[config.mk]
export PLATFORM = sky130hd
export DESIGN_NAME = ssp_top
export DESIGN_NICKNAME = d
export VERILOG_FILES = /design/src/ssp_pkg.sv /design/src/ssp_if.sv /design/src/ssp_engine.sv /design/src/ssp_top.sv
export SDC_FILE = /design/constraint.sdc
export NUM_CORES = 1
export LEC_CHECK = 0
export ABC_AREA = 1
export BUFFER_PORTS_ARGS = -buffer_cell sky130_fd_sc_hd__buf_2
export CAP_MARGIN = 20
export CORE_MARGIN = 2
export CORE_UTILIZATION = 50
export DETAILED_ROUTE_END_ITERATION = 6
export GPL_TIMING_DRIVEN = 0
export HOLD_SLACK_MARGIN = 0.12
export PLACE_DENSITY = 0.73
export SLEW_MARGIN = 20
export SYNTH_ARGS = -nofsm -noshare
export SYNTH_HDL_FRONTEND = slang
export SYNTH_HIERARCHICAL = 1
export SYNTH_SLANG_ARGS = --single-unit
[constraint.sdc]
create_clock -name MCLK_I -period 2 [get_ports MCLK_I]
set_input_delay 0.2 -clock MCLK_I [delete_from_list [all_inputs] [get_ports MCLK_I]]
set_output_delay 0.2 -clock MCLK_I [all_outputs]
set_load 0.1 [all_outputs]
[src/ssp_pkg.sv]
// package: constants, register map and state encoding for the synchronous shift port
package ssp_pkg;
    localparam logic [4:0] ADDR_DATA    = 5'h00;
    localparam logic [4:0] ADDR_CTRL    = 5'h04;
    localparam logic [4:0] ADDR_STATUS  = 5'h08;
    localparam logic [4:0] ADDR_IRQ_EN  = 5'h0c;
    localparam logic [4:0] ADDR_IRQ_CLR = 5'h10;
    localparam int         CTRL_REN_BIT  = 4;
    localparam int         CTRL_FAST_BIT = 5;
    localparam int         STAT_TX_BIT   = 1;
    localparam int         STAT_RX_BIT   = 0;
    localparam int         FRAME_BITS    = 8;
    localparam logic [3:0] SLOW_LEAD  = 4'h3;
    localparam logic [3:0] SLOW_LOW   = 4'h6;
    localparam logic [3:0] SLOW_HIGH  = 4'h3;
    localparam logic [3:0] FAST_LEAD  = 4'h1;
    localparam logic [3:0] FAST_LOW   = 4'h2;
    localparam logic [3:0] FAST_HIGH  = 4'h1;
    localparam logic [7:0] CTRL_RESET = 8'h00;
    localparam logic [1:0] FLAGS_RESET = 2'h0;
    typedef enum logic [3:0] {
        SH_IDLE = 4'b0001,
        SH_LEAD = 4'b0010,
        SH_LOW  = 4'b0100,
        SH_HIGH = 4'b1000
    } ssp_state_e;
endpackage

[src/ssp_if.sv]
// interface: engine control and status between register file and shift engine
`timescale 1ns/1ps
interface ssp_if;
    logic       start_tx;
    logic       start_rx;
    logic       fast;
    logic [7:0] tx_data;
    logic       busy;
    logic       tx_done;
    logic       rx_done;
    logic [7:0] rx_data;
    modport regs (output start_tx, start_rx, fast, tx_data, input busy, tx_done, rx_done, rx_data);
    modport eng  (input start_tx, start_rx, fast, tx_data, output busy, tx_done, rx_done, rx_data);
endinterface

[src/ssp_engine.sv]
// shift engine: timing of shift clock and data for one 8-bit frame
//
// The placing of the registers and the Avalon-MM slave port are this design's own decisions.
`timescale 1ns/1ps
module ssp_engine
    import ssp_pkg::*;
(
    input  wire logic clk_i,
    input  wire logic rst_i,
    ssp_if.eng        ctl,
    input  wire logic data_in_i,
    output logic      sclk_q,
    output logic      dout_q,
    output logic      doe_q
);
    ssp_state_e st_q;
    logic [3:0] cnt_q;
    logic [2:0] bit_q;
    logic [7:0] sh_q;
    logic       rx_q;
    logic       fast_q;
    logic [1:0] cap_q;
    logic [7:0] rx_buf_q;
    logic [3:0] lead_len;
    logic [3:0] low_len;
    logic [3:0] high_len;

    assign lead_len = fast_q ? FAST_LEAD : SLOW_LEAD;
    assign low_len  = fast_q ? FAST_LOW  : SLOW_LOW;
    assign high_len = fast_q ? FAST_HIGH : SLOW_HIGH;
    assign ctl.busy = (st_q != SH_IDLE);
    assign ctl.rx_data = rx_buf_q;

    always_ff @(posedge clk_i) begin
        if (rst_i) begin
            st_q        <= SH_IDLE;
            cnt_q       <= 4'h0;
            bit_q       <= 3'h0;
            sh_q        <= 8'h00;
            rx_q        <= 1'b0;
            fast_q      <= 1'b0;
            rx_buf_q    <= 8'h00;
            sclk_q      <= 1'b1;
            dout_q      <= 1'b1;
            doe_q       <= 1'b0;
            ctl.tx_done <= 1'b0;
            ctl.rx_done <= 1'b0;
        end else begin
            ctl.tx_done <= 1'b0;
            ctl.rx_done <= 1'b0;
            if (cap_q[1]) begin
                sh_q <= {data_in_i, sh_q[7:1]};
            end
            case (st_q)
                SH_IDLE: begin
                    sclk_q <= 1'b1;
                    if (ctl.start_tx) begin
                        sh_q   <= ctl.tx_data;
                        rx_q   <= 1'b0;
                        fast_q <= ctl.fast;
                        bit_q  <= 3'h0;
                        cnt_q  <= 4'h1;
                        doe_q  <= 1'b1;
                        dout_q <= ctl.tx_data[0];
                        st_q   <= SH_LEAD;
                    end else if (ctl.start_rx) begin
                        rx_q   <= 1'b1;
                        fast_q <= ctl.fast;
                        bit_q  <= 3'h0;
                        cnt_q  <= 4'h1;
                        doe_q  <= 1'b0;
                        st_q   <= SH_LEAD;
                    end
                end
                SH_LEAD: begin
                    if (cnt_q >= lead_len) begin
                        sclk_q <= 1'b0;
                        cnt_q  <= 4'h1;
                        st_q   <= SH_LOW;
                    end else begin
                        cnt_q <= cnt_q + 4'h1;
                    end
                end
                SH_LOW: begin
                    if (cnt_q >= low_len) begin
                        sclk_q <= 1'b1;
                        cnt_q  <= 4'h1;
                        st_q <= SH_HIGH;
                    end else begin
                        cnt_q <= cnt_q + 4'h1;
                    end
                end
                SH_HIGH: begin
                    if (cnt_q >= high_len) begin
                        cnt_q <= 4'h1;
                        if (bit_q == 3'(FRAME_BITS - 1)) begin
                            if (cap_q == 2'h0) begin // last capture has landed
                                st_q   <= SH_IDLE;
                                doe_q  <= 1'b0;
                                dout_q <= 1'b1;
                                ctl.tx_done <= ~rx_q;
                                ctl.rx_done <= rx_q;
                                if (rx_q) begin
                                    rx_buf_q <= sh_q;
                                end
                            end
                        end else begin
                            bit_q <= bit_q + 3'h1;
                            if (!rx_q) begin
                                dout_q <= sh_q[1];
                                sh_q   <= {1'b0, sh_q[7:1]};
                            end
                            st_q <= SH_LEAD;
                        end
                    end else begin
                        cnt_q <= cnt_q + 4'h1;
                    end
                end
                default: st_q <= SH_IDLE;
            endcase
        end
    end

    // capture strobe delayed by the two pin synchroniser stages, so the
    // bit taken is the pin level at the rising shift clock edge
    always_ff @(posedge clk_i) begin
        if (rst_i) begin
            cap_q <= 2'h0;
        end else begin
            cap_q <= {cap_q[0], rx_q && (st_q == SH_LOW) && (cnt_q >= low_len)};
        end
    end
endmodule

[src/ssp_top.sv]
// top: avalon register file, interrupt and pin sampling of the shift port
`timescale 1ns/1ps
module ssp_top
    import ssp_pkg::*;
(
    input  wire logic        MCLK_I,
    input  wire logic        RESET_I,
    input  wire logic [4:0]  AVS_ADDRESS_I,
    input  wire logic        AVS_READ_I,
    input  wire logic        AVS_WRITE_I,
    input  wire logic [31:0] AVS_WRITEDATA_I,
    output logic      [31:0] AVS_READDATA_O,
    output logic             AVS_WAITREQUEST_O,
    output logic             IRQ_O,
    input  wire logic        SDATA_I,
    output logic             SDATA_O,
    output logic             SDATA_OE_O,
    output logic             SCLK_O
);
    ssp_if bus ();
    logic [7:0] serial_control_register_q;
    logic [7:0] serial_buffer_register_q;
    logic [1:0] status_q;
    logic [1:0] irq_en_q;
    logic       ack_q;
    logic       din_meta_q;
    logic       din_q;
    logic       tx_pend_q;
    logic       acc;
    logic       wr;
    logic [1:0] clr;

    ssp_engine u_eng (
        .clk_i     (MCLK_I),
        .rst_i     (RESET_I),
        .ctl       (bus),
        .data_in_i (din_q),
        .sclk_q    (SCLK_O),
        .dout_q    (SDATA_O),
        .doe_q     (SDATA_OE_O)
    );

    assign acc = (AVS_READ_I | AVS_WRITE_I) & ~ack_q;
    assign wr  = AVS_WRITE_I & ack_q; // writes land where waitrequest is low
    assign clr = (wr && AVS_ADDRESS_I == ADDR_IRQ_CLR) ? AVS_WRITEDATA_I[1:0] : 2'h0;
    assign bus.fast     = serial_control_register_q[CTRL_FAST_BIT];
    assign bus.tx_data  = serial_buffer_register_q;
    assign bus.start_tx = tx_pend_q & ~bus.busy;
    assign bus.start_rx = ~tx_pend_q & ~bus.busy
                          & serial_control_register_q[CTRL_REN_BIT]
                          & ~status_q[STAT_RX_BIT]
                          & ~bus.rx_done;

    always_ff @(posedge MCLK_I) begin
        if (RESET_I) begin
            din_meta_q <= 1'b0;
            din_q      <= 1'b0;
        end else begin
            din_meta_q <= SDATA_I;
            din_q      <= din_meta_q;
        end
    end

    always_ff @(posedge MCLK_I) begin
        if (RESET_I) begin
            ack_q             <= 1'b0;
            AVS_WAITREQUEST_O <= 1'b1;
        end else begin
            ack_q             <= acc;
            AVS_WAITREQUEST_O <= ~acc;
        end
    end

    always_ff @(posedge MCLK_I) begin
        if (RESET_I) begin
            serial_control_register_q <= CTRL_RESET;
            irq_en_q                  <= FLAGS_RESET;
        end else if (wr && AVS_ADDRESS_I == ADDR_CTRL) begin
            serial_control_register_q <= AVS_WRITEDATA_I[7:0];
        end else if (wr && AVS_ADDRESS_I == ADDR_IRQ_EN) begin
            irq_en_q <= AVS_WRITEDATA_I[1:0];
        end
    end

    always_ff @(posedge MCLK_I) begin
        if (RESET_I) begin
            serial_buffer_register_q <= 8'h00;
            tx_pend_q                <= 1'b0;
        end else if (wr && AVS_ADDRESS_I == ADDR_DATA) begin
            serial_buffer_register_q <= AVS_WRITEDATA_I[7:0];
            tx_pend_q                <= 1'b1;
        end else if (bus.start_tx) begin
            tx_pend_q <= 1'b0;
        end
    end

    always_ff @(posedge MCLK_I) begin
        if (RESET_I) begin
            status_q <= FLAGS_RESET;
        end else begin
            status_q[STAT_TX_BIT] <= bus.tx_done | (status_q[STAT_TX_BIT] & ~clr[STAT_TX_BIT]);
            status_q[STAT_RX_BIT] <= bus.rx_done | (status_q[STAT_RX_BIT] & ~clr[STAT_RX_BIT]);
        end
    end

    always_ff @(posedge MCLK_I) begin
        if (RESET_I) begin
            IRQ_O <= 1'b0;
        end else begin
            IRQ_O <= |(status_q & irq_en_q);
        end
    end

    always_ff @(posedge MCLK_I) begin
        if (RESET_I) begin
            AVS_READDATA_O <= 32'h0000_0000;
        end else if (AVS_READ_I && !ack_q) begin
            case (AVS_ADDRESS_I)
                ADDR_DATA:   AVS_READDATA_O <= {24'h000000, bus.rx_data};
                ADDR_CTRL:   AVS_READDATA_O <= {24'h000000, serial_control_register_q};
                ADDR_STATUS: AVS_READDATA_O <= {29'h0, tx_pend_q | bus.busy, status_q};
                ADDR_IRQ_EN: AVS_READDATA_O <= {30'h0, irq_en_q};
                default:     AVS_READDATA_O <= 32'h0000_0000;
            endcase
        end
    end
endmodule

# Word-level counts from Yosys, hierarchy flattened
# Index checks and enable logic that the tools add are counted.
# totals
wordCells,152
in_bits,42
register_bits,94
out_inout_bits,37
# op_classes
bitwise,28
n_eq_ne,20
n_mux,49
n_reduce_logical,27
add_sub_neg,2
magnitude_cmp,2
# ops
op,n
$mux W4,11
$mux W8,5
$pmux W8 S4,1
$reduce_and A5 Y1,4
$mux W1,18
$pmux W4 S4,1
$pmux W8 S2,1
$mux W3,5
$not A1 Y1,14
$pmux W4 S3,1
$eq A5 B4 Y1 const B,2
$ne A2 B1 Y1 const B,5
$and A1 B1 Y1,9
$ne A3 B3 Y1 const B,3
$ge A4 B4 Y1,2
$logic_and A1 B1 Y1,7
$pmux W3 S2,1
$reduce_and A2 Y1,3
$reduce_bool A2 Y1,3
$reduce_bool A3 Y1,2
$eq A5 B3 Y1 const B,1
$eq A5 B5 Y1 const B,1
$logic_not A5 Y1,1
$reduce_or A5 Y1,1
other kinds (19),26

# Longest topological paths before layout
# Gate-level depths: netlist of run 1.
# logic_depth
word_depth,9
ltp_mapped,13
mapped_depth_nobuf,13

# By module
# The synthesis of run 1 kept the hierarchy.
# modules_own_cells
mod,area_each_um2,cells_per_inst,n_inst,seq_area_each_um2
ssp_engine,2023.2,287,1,720.7
ssp_top,1609.0,215,1,680.7

# Least setup slack after synthesis of run 1
# OpenSTA, ideal clock, no wires.
# synth_timing
path_kind,register to register
startpoint,reg u_eng.st_q[0]
endpoint,reg u_eng.st_q[3]
t_required_ns,1.887
setup_slack_ns,0.209
stages_incl_launch_ff,13
setup_ns,0.113
arrival_time_ns,1.678
n_path_buf,0
synth_period_minus_slack_ns,1.791
path_cell_list,dfxtp_1 inv_1 nor2_2 nand2_4 or2_2 nor4_1 inv_1 nand2_1 nor2_1 nor2_1 nand3_2 nor2_1 nor2_1
# synth_via
elab_chain_len,8
elab_cells_between_ends,19
classes_between,10 x eq/ne; 2 x mux; 6 x bitwise; 1 x reduce/logical
# synth_lines
item,line_no,text
"start, declared",ssp_engine.sv:16,ssp_state_e st_q;
"start signal, assigned",ssp_engine.sv:36,st_q <= SH_IDLE;
"start signal, assigned",ssp_engine.sv:65,st_q <= SH_LEAD;
"start signal, assigned",ssp_engine.sv:72,st_q <= SH_LEAD;
$ne A4 B1 Y1,ssp_engine.sv:31,assign ctl.busy = (st_q != SH_IDLE);
net bus.busy,ssp_if.sv:8,logic busy;
$not A1 Y1,ssp_top.sv:49,assign bus.start_rx = ~tx_pend_q & ~bus.busy
$and A1 B1 Y1,ssp_top.sv:49,
$and A1 B1 Y1,ssp_top.sv:50,& serial_control_register_q[CTRL_REN_BIT]
$and A1 B1 Y1,ssp_top.sv:51,& ~status_q[STAT_RX_BIT]
$and A1 B1 Y1,ssp_top.sv:52,& ~bus.rx_done;
net bus.start_rx,ssp_if.sv:5,logic start_rx;
$ne A3 B3 Y1 (no line),-,
$reduce_and A5 Y1 (no line),-,
# The timed path passes the listed nets, and every way through them passes these cells.
# A chain may end at the register's enable or synchronous reset.

# Worst setup path in the final report of run 1
# layout_timing
startpoint,reg u_eng.st_q[0]
endpoint,reg u_eng.bit_q[0]
# layout_via
elab_chain_len,8
elab_cells_between_ends,16
classes_between,6 x eq/ne; 2 x mux; 6 x bitwise; 2 x reduce/logical
# layout_lines
item,line_no,text
$ne A4 B1 Y1,ssp_engine.sv:31,
net bus.busy,ssp_if.sv:8,
$not A1 Y1,ssp_top.sv:49,
$and A1 B1 Y1,ssp_top.sv:49,
$and A1 B1 Y1,ssp_top.sv:50,
$and A1 B1 Y1,ssp_top.sv:51,
$and A1 B1 Y1,ssp_top.sv:52,
net bus.start_rx,ssp_if.sv:5,
$ne A3 B3 Y1 (no line),-,
$reduce_and A4 Y1 (no line),-,
"end signal, assigned",ssp_engine.sv:108,bit_q <= bit_q + 3'h1;
"end, declared",ssp_engine.sv:18,logic [2:0] bit_q;
# The timed path passes the listed nets, and every way through them passes these cells.

==> results of run 1 <==
[routing by layer]
metal,vias up,GRT usage [%],routed length [um]
met3,7,6.46,387
met2,86,38.0,4100
li1,1724,-,-
met4,0,7.60,88
met5,-,0,0
met1,1490,27.4,3650
[through the flow]
step | utilization [%] | setup TNS, ns | hold WS [ns] | instances | instance area, sq um
floorplan | - | 0 | 0.269 | 525 | 3720
global placement | 55.9 | -0.993 | 0.398 | 654 | 3990
detailed placement | 55.9 | -1.01 | 0.408 | 654 | 3990
CTS | 60.1 | 0 | 0.127 | 679 | 4290
global route | 60.3 | -0.00157 | 0.160 | 680 | 4310
finish | 60.3 | 0 | 0.142 | 680 | 4310
[power by group through the flow]
stage               combinational [mW]  clock (mW)  sequential, mW
floorplan                        0.901           0            1.66
global placement                  1.18           0            1.55
detailed placement                1.19           0            1.55
CTS                               1.26        1.18            1.52
global route                      1.45        1.24            1.53
finish                            1.31        1.15            1.53
[flip-flops by register name, indices dropped and copies added, names as in the netlist, 2 cells and up]
signal                     flops
AVS_READDATA_O                 8
bus.tx_data                    8
irq_en_q                       2
serial_control_register_q      8
status_q                       2
u_eng/bit_q                    3
u_eng/cap_q                    2
u_eng/cnt_q                    4
u_eng/ctl.rx_data              8
u_eng/sh_q                     8
u_eng/st_q                     4
[worst max-delay path, stage by stage, from the launching register on]
cell and delay [ns]:
sky130_fd_sc_hd__dfxtp_2 0.33, sky130_fd_sc_hd__inv_1 0.08, sky130_fd_sc_hd__nor2_4 0.12, sky130_fd_sc_hd__nand2_4 0.08
sky130_fd_sc_hd__or2_2 0.32, sky130_fd_sc_hd__nor4_2 0.16, sky130_fd_sc_hd__inv_1 0.12, sky130_fd_sc_hd__nand4_1 0.12
sky130_fd_sc_hd__nand2_2 0.11, sky130_fd_sc_hd__nor3_4 0.25, sky130_fd_sc_hd__nor2_1 0.06, sky130_fd_sc_hd__nor2_1 0.09
[placed cells by master (no fill, tap or decap), types with 2 or more instances in the layout]
cell type,count
sky130_fd_sc_hd__nor2_8,2
sky130_fd_sc_hd__inv_1,44
sky130_fd_sc_hd__inv_2,10
sky130_fd_sc_hd__buf_2,32
sky130_fd_sc_hd__dfxtp_1,68
sky130_fd_sc_hd__nor3_1,2
sky130_fd_sc_hd__nand2_4,4
sky130_fd_sc_hd__nor2_1,63
sky130_fd_sc_hd__clkbuf_8,11
sky130_fd_sc_hd__buf_4,28
sky130_fd_sc_hd__clkinv_2,3
sky130_fd_sc_hd__nand4_1,7
sky130_fd_sc_hd__dlygate4sd3_1,7
sky130_fd_sc_hd__nor2_2,8
sky130_fd_sc_hd__o21ai_0,38
sky130_fd_sc_hd__conb_1,24
sky130_fd_sc_hd__dfxtp_2,2
sky130_fd_sc_hd__nor2_4,11
sky130_fd_sc_hd__buf_1,2
sky130_fd_sc_hd__a21oi_1,43
sky130_fd_sc_hd__o211ai_1,5
sky130_fd_sc_hd__nand3_1,21
sky130_fd_sc_hd__nand2_2,7
sky130_fd_sc_hd__nand2_1,99
sky130_fd_sc_hd__o21ai_1,10
sky130_fd_sc_hd__nand3_4,2
sky130_fd_sc_hd__ha_1,6
sky130_fd_sc_hd__a21boi_1,4
sky130_fd_sc_hd__clkbuf_1,4
[worst paths after layout]
| check | to | depth (start not counted) | from | slack, ns |
|---|---|---|---|---|
| hold / removal | serial_control_register_q[4] | 3 | AVS_WRITEDATA_I[4] | 0.14 |
| setup reg to reg | u_eng/bit_q[0] | 11 | u_eng/st_q[0] | 0.09 |
| setup / recovery | u_eng/bit_q[0] | 11 | u_eng/st_q[0] | 0.09 |
| hold reg to reg | din_q | 2 | din_meta_q | 0.43 |
[cell usage after synthesis, drive strengths merged]
library cell / n
or2: 1
a211oi: 1
nand3: 24
ha: 6
nor4: 2
nand4: 7
o21bai: 1
o21ai: 49
o211ai: 5
clkbuf: 3
nand2: 110
xnor2: 1
a21oi: 43
inv: 55
nor3: 3
a31oi: 1
xor2: 1
nor2: 84
a21boi: 4
conb: 1
buf: 30
dfxtp: 70
[layout make-up]
| class | count | share of cell area, % |
|---|---|---|
| Multi-Input combinational cell | 367 | 44.1 |
| Sequential cell | 70 | 32.6 |
| Timing Repair Buffer | 40 | 5.64 |
| Buffer | 33 | 5.29 |
| Inverter | 55 | 4.85 |
| Clock buffer | 12 | 3.60 |
| Tap cell | 99 | 2.88 |
| Clock inverter | 4 | 1.05 |
[logic make-up (layout without fill, tap and decap cells)]
kind of cell	after synthesis	in the layout	share of synthesized area, %
AO/OA/AOI/OAI	104	104	15.4
XOR/XNOR	2	2	0.482
adder cells (fa/ha/maj)	6	6	2.07
buffers and inverters	88	144	12.0
flip-flops	70	70	38.6
other	1	24	0.103
AND/OR/NAND/NOR	231	231	31.3
[repair_timing]
action                                 in CTS  in global routing
setup endpoints to repair                  11                  9
buffers inserted                            2                  1
endpoints found under the hold margin      12                  0
pin swaps                                   1                  2
hold buffers                                7                  0
resized for setup                           2                  6
==> metrics, run 1 <==
status=completed; Worst Clk Skew=0.00805 ns; shortest clock period the worst path allows after layout=1.91 ns; Die Y=89.2 um; # port buffers=30; class of the most critical hold timing path=in2reg; share of power burned in the clock network=28.9%; Fill cells=722; fin worst setup slack=0.0946 ns; share of the synthesized area in the top cell type=38.6%; power per unit of standard cell area=927 mW/mm^2; number of nets in the final layout=624; Maximum Capacitance Violations=0; LEAKAGE=1.99 nW; maximum number of pins on one net before global-route repair=12; Critical Path End Type=flop; area growth from synthesis to final layout=18.6%; critical path data arrival time=2.19 ns; Critical Setup Path Class=reg2reg; count of standard-cell rows=31; vias per inst=4.86; first drt pass iteration count=4; number of global-route vias before repair=3,035; post-placement setup slack=-0.138 ns; global-route congestion overflow total=0; area of the mapped netlist=0.00363 sq mm; diode insertion count for antenna repair=0; count of boundary I/O pins=79; switching power share of the total=37.3%; NetSw=1.49 mW; Antenna Violating Nets Remaining=0; number of instances in the synthesized netlist=502; deepest clock path buffer count=2; Sequential cell area=0.00140 sq mm; number of buffers created by CTS=9; Avg Cell Area, Syn=7.24 sq um; routed wire length=8230 um; total half-perimeter wirelength after legalization and detailed placement=6140 um; vias after detailed routing=3,307; final-report setup violation count=0; TritonCTS clock tree=done; Wirelength per Cell=12.1 um; Slew Limit Headroom=62.8%; flip-flop and latch count after synthesis=70; area of the core=0.00714 sq mm; part of the total power dissipated in sequential elements=38.2%; cell type contributing the most total cell area after synthesis=sky130_fd_sc_hd__dfxtp_1; Yosys cell types=37; required time reported for the critical path endpoint=2.29 ns; initial DRC count=200; Logic pwr share=32.9%; largest fanout of any net on the critical path=4; worst vdd rail ir drop=0.000410 V; die area=0.00796 sq mm; insertion delay to the later sink of the worst-skew pair=0.35 ns; number of failing hold endpoints at the final stage=0; Power Internal=2.50 mW; Final Cycle Share=95.3%; antenna violations before repair=0; element type at the critical path start=flop; Overall Global Routing Usage=22.4%; root buffer cell=sky130_fd_sc_hd__clkbuf_8; overall power of the completed layout=3.99 mW; register area share after synthesis=38.6%; routability congestion estimate from global placement=0.846; register clock-pin slew on the reported worst setup and hold paths=0.07 ns; Worst Max-Slew Pin Slew=0.558 ns; area of combinational cells with multiple inputs=0.00190 sq mm; Starting Density=50.9%; highest clock frequency the design can meet=0.525 GHz; CTS Sinks=70; post-route DRC violation count=0; max-slew violation count=0; Area contributors post-synth=sky130_fd_sc_hd__dfxtp_1 39%, sky130_fd_sc_hd__nand2_1 10%, sky130_fd_sc_hd__nor2_1 6.6%; share of final-layout standard cells stronger than drive strength 1=22.0%; warning count from the yosys run=6; CTS HTree Levels=3; DIE WIDTH=89.2 um; global-route wire length before repair=13,700 um
(Power assumes the default switching activity.)
==> run 2, diff against run 1 <==
- CORE_UTILIZATION: 50 -> 49
- PLACE_DENSITY: 0.73 -> 0.75
- clock period: 2 -> 1.6 ns (I/O delays scaled with it)
==> run 2 against run 1 <==
- the flow now finishes with violations (setup timing)
- sequential power grew 25%
- wire length rose by 9.0%
- fmax rose by 6.7%
- clock-buffer cell count decreased by 1
- sequential share of layout area is 1.6 points lower
- utilization is 3.0 points higher
- total power increased by 36%
- register-to-register slack got worse by 0.28 ns
- sequential cell count stayed put
- largest power group unchanged
- first-iteration DRC count up 25%
- clock skew hardly changed
==> metrics, run 2 (synthesized netlist as in run 1, its figures left out) <==
violations in the final reports=setup timing; Starting Density=50.3% (was 50.9%); Critical Setup Path Class=reg2reg (unchanged); shortest clock period the worst path allows after layout=1.79 ns (was 1.91 ns); number of global-route vias before repair=3,255 (was 3,035); TritonCTS clock tree=done (unchanged); post-placement setup slack=-0.554 ns (was -0.138 ns); Worst Clk Skew=0.00831 ns (was 0.00805 ns); total half-perimeter wirelength after legalization and detailed placement=6180 um (was 6140 um); final-report setup violation count=24 (was 0); max-slew violation count=0 (unchanged); maximum number of pins on one net before global-route repair=13 (was 12); deepest clock path buffer count=2 (unchanged); accumulated negative setup slack=-2.27 ns (was 0 ns); part of the total power dissipated in sequential elements=35.2% (was 38.2%); routed wire length=8970 um (was 8230 um); Fill cells=634 (was 722); global-route congestion overflow total=0 (unchanged); count of boundary I/O pins=79 (unchanged); routability congestion estimate from global placement=0.864 (was 0.846); CTS Sinks=70 (unchanged); largest fanout of any net on the critical path=4 (unchanged); NetSw=2.01 mW (was 1.49 mW); die area=0.00812 sq mm (was 0.00796 sq mm); area of the core=0.00721 sq mm (was 0.00714 sq mm); vias after detailed routing=3,484 (was 3,307); vias per inst=5.00 (was 4.86); initial DRC count=249 (was 200); LEAKAGE=2.08 nW (was 1.99 nW); fin worst setup slack=-0.186 ns (was 0.0946 ns); first drt pass iteration count=7 (was 4); final standard cell area without fillers=0.00457 sq mm (was 0.00431 sq mm); most common library cell in the layout ignoring fill and taps=sky130_fd_sc_hd__nand2_1 (unchanged); power per unit of standard cell area=1190 mW/mm^2 (was 927 mW/mm^2); highest clock frequency the design can meet=0.560 GHz (was 0.525 GHz); Logic pwr share=34.4% (was 32.9%); # port buffers=30 (unchanged); root buffer cell=sky130_fd_sc_hd__clkbuf_8 (unchanged); worst vdd rail ir drop=0.000624 V (was 0.000410 V); number of failing hold endpoints at the final stage=0 (unchanged); antenna violations before repair=0 (unchanged); number of buffers created by CTS=9 (unchanged); share of power burned in the clock network=30.4% (was 28.9%); area of combinational cells with multiple inputs=0.00197 sq mm (was 0.00190 sq mm); register clock-pin slew on the reported worst setup and hold paths=0.08 ns (was 0.07 ns); overall power of the completed layout=5.44 mW (was 3.99 mW); required time reported for the critical path endpoint=1.90 ns (was 2.29 ns); global-route wire length before repair=14,700 um (was 13,700 um); Slew Limit Headroom=62.8% (about the same); placement-stage cell area=0.00401 sq mm (was 0.00399 sq mm); post-route DRC violation count=0 (unchanged); Maximum Capacitance Violations=0 (unchanged); CTS HTree Levels=3 (unchanged); count of standard-cell rows=31 (unchanged); area growth from synthesis to final layout=25.9% (was 18.6%); Sequential cell area=0.00142 sq mm (was 0.00140 sq mm); Overall Global Routing Usage=22.7% (was 22.4%); Final Cycle Share=112% (was 95.3%); RSZ-0062 raised after global routing=yes; diode insertion count for antenna repair=0 (unchanged); critical path data arrival time=2.08 ns (was 2.19 ns); class of the most critical hold timing path=in2reg (unchanged); Antenna Violating Nets Remaining=0 (unchanged); element type at the critical path start=flop (unchanged); DIE WIDTH=90.1 um (was 89.2 um); status=complete, but fails checks (was completed); Power Internal=3.43 mW (was 2.50 mW); Worst Max-Slew Pin Slew=0.558 ns (about the same); number of nets in the final layout=641 (was 624); switching power share of the total=36.9% (was 37.3%); insertion delay to the later sink of the worst-skew pair=0.36 ns (was 0.35 ns); share of final-layout standard cells stronger than drive strength 1=25.9% (was 22.0%); Wirelength per Cell=12.9 um (was 12.1 um); leading cell types in the layout, fill and taps excluded=97 x sky130_fd_sc_hd__nand2_1, 63 x sky130_fd_sc_hd__dfxtp_1, 62 x sky130_fd_sc_hd__nor2_1 (was 99 x sky130_fd_sc_hd__nand2_1, 68 x sky130_fd_sc_hd__dfxtp_1, 63 x sky130_fd_sc_hd__nor2_1); Die Y=90.1 um (was 89.2 um); Critical Path End Type=flop (unchanged)
run 2: cell types whose count changed in the layout (fill, tap and decap cells not counted), sizes merged:
cell | previous run | this run
bufinv | 1 | 2
buf | 63 | 75
dlygate4sd3 | 7 | 11
clkinvlp | 0 | 1
clkinv | 3 | 2
run 2: path summary, 6_finish.rpt:
kind | from | endpoint | slack, ns | cells past startpoint
hold / removal | AVS_WRITE_I | AVS_WAITREQUEST_O | 0.12 | 4
hold reg to reg | din_meta_q | din_q | 0.41 | 2
setup reg to reg | u_eng/st_q[0] | u_eng/bit_q[0] | -0.19 | 11
setup / recovery | u_eng/st_q[0] | u_eng/bit_q[0] | -0.19 | 11
run 2: per-layer routing:
metal  share of wire, %  vias to the layer above  track usage [%]  routed length (um)
met5                  0                        -                0                   0
met4                1.9                        0             9.74                 168
met3                4.9                       15             4.78                 438
met2                 50                      120             39.8                4470
met1                 43                     1588             26.7                3880
li1                   -                     1761                -                   -
run 2: worst max-delay path, cell delays in order, from the launching register on:
cell and delay [ns]:
sky130_fd_sc_hd__dfxtp_2 0.34, sky130_fd_sc_hd__inv_2 0.05, sky130_fd_sc_hd__nor2_4 0.14, sky130_fd_sc_hd__nand2_8 0.08
sky130_fd_sc_hd__or2_4 0.26, sky130_fd_sc_hd__nor4_4 0.16, sky130_fd_sc_hd__inv_1 0.10, sky130_fd_sc_hd__nand4_1 0.12
sky130_fd_sc_hd__nand2_2 0.12, sky130_fd_sc_hd__nor3_4 0.20, sky130_fd_sc_hd__nor2_1 0.06, sky130_fd_sc_hd__nor2_1 0.09
run 2: power by group through the flow:
stage	Combinational, mW	Sequential, mW	Clock (mW)
after CTS	1.81	1.91	1.66
after global routing	2.01	1.92	1.73
final	1.87	1.92	1.65
after floorplan	1.15	2.08	0
after global placement	1.50	1.94	0
after detailed placement	1.51	1.95	0
run 2: metrics by stage:
stage	hold slack (ns)	cells	utilization, %
finish	0.124	697	63.4
detailed placement	0.367	654	55.5
floorplan	0.229	525	-
CTS	0.121	696	62.7
global route	0.145	697	63.4
global placement	0.365	654	55.5
run 2: repair_timing:
item,CTS,global route
setup endpoints to repair,31,32
gates resized for setup,15,14
buffers inserted,15,1
pin swaps,14,8
hold buffers,11,0
hold endpoints to repair,22,0
run 2: layout make-up:
class | instances | area share [%]
buffer | 33 | 5.12
clock buffer | 11 | 3.31
inverter | 55 | 4.57
tap | 99 | 2.71
timing repair buffer | 57 | 8.40
sequential | 70 | 31.0
multi-input combinational | 367 | 43.1
clock inverter | 5 | 1.78
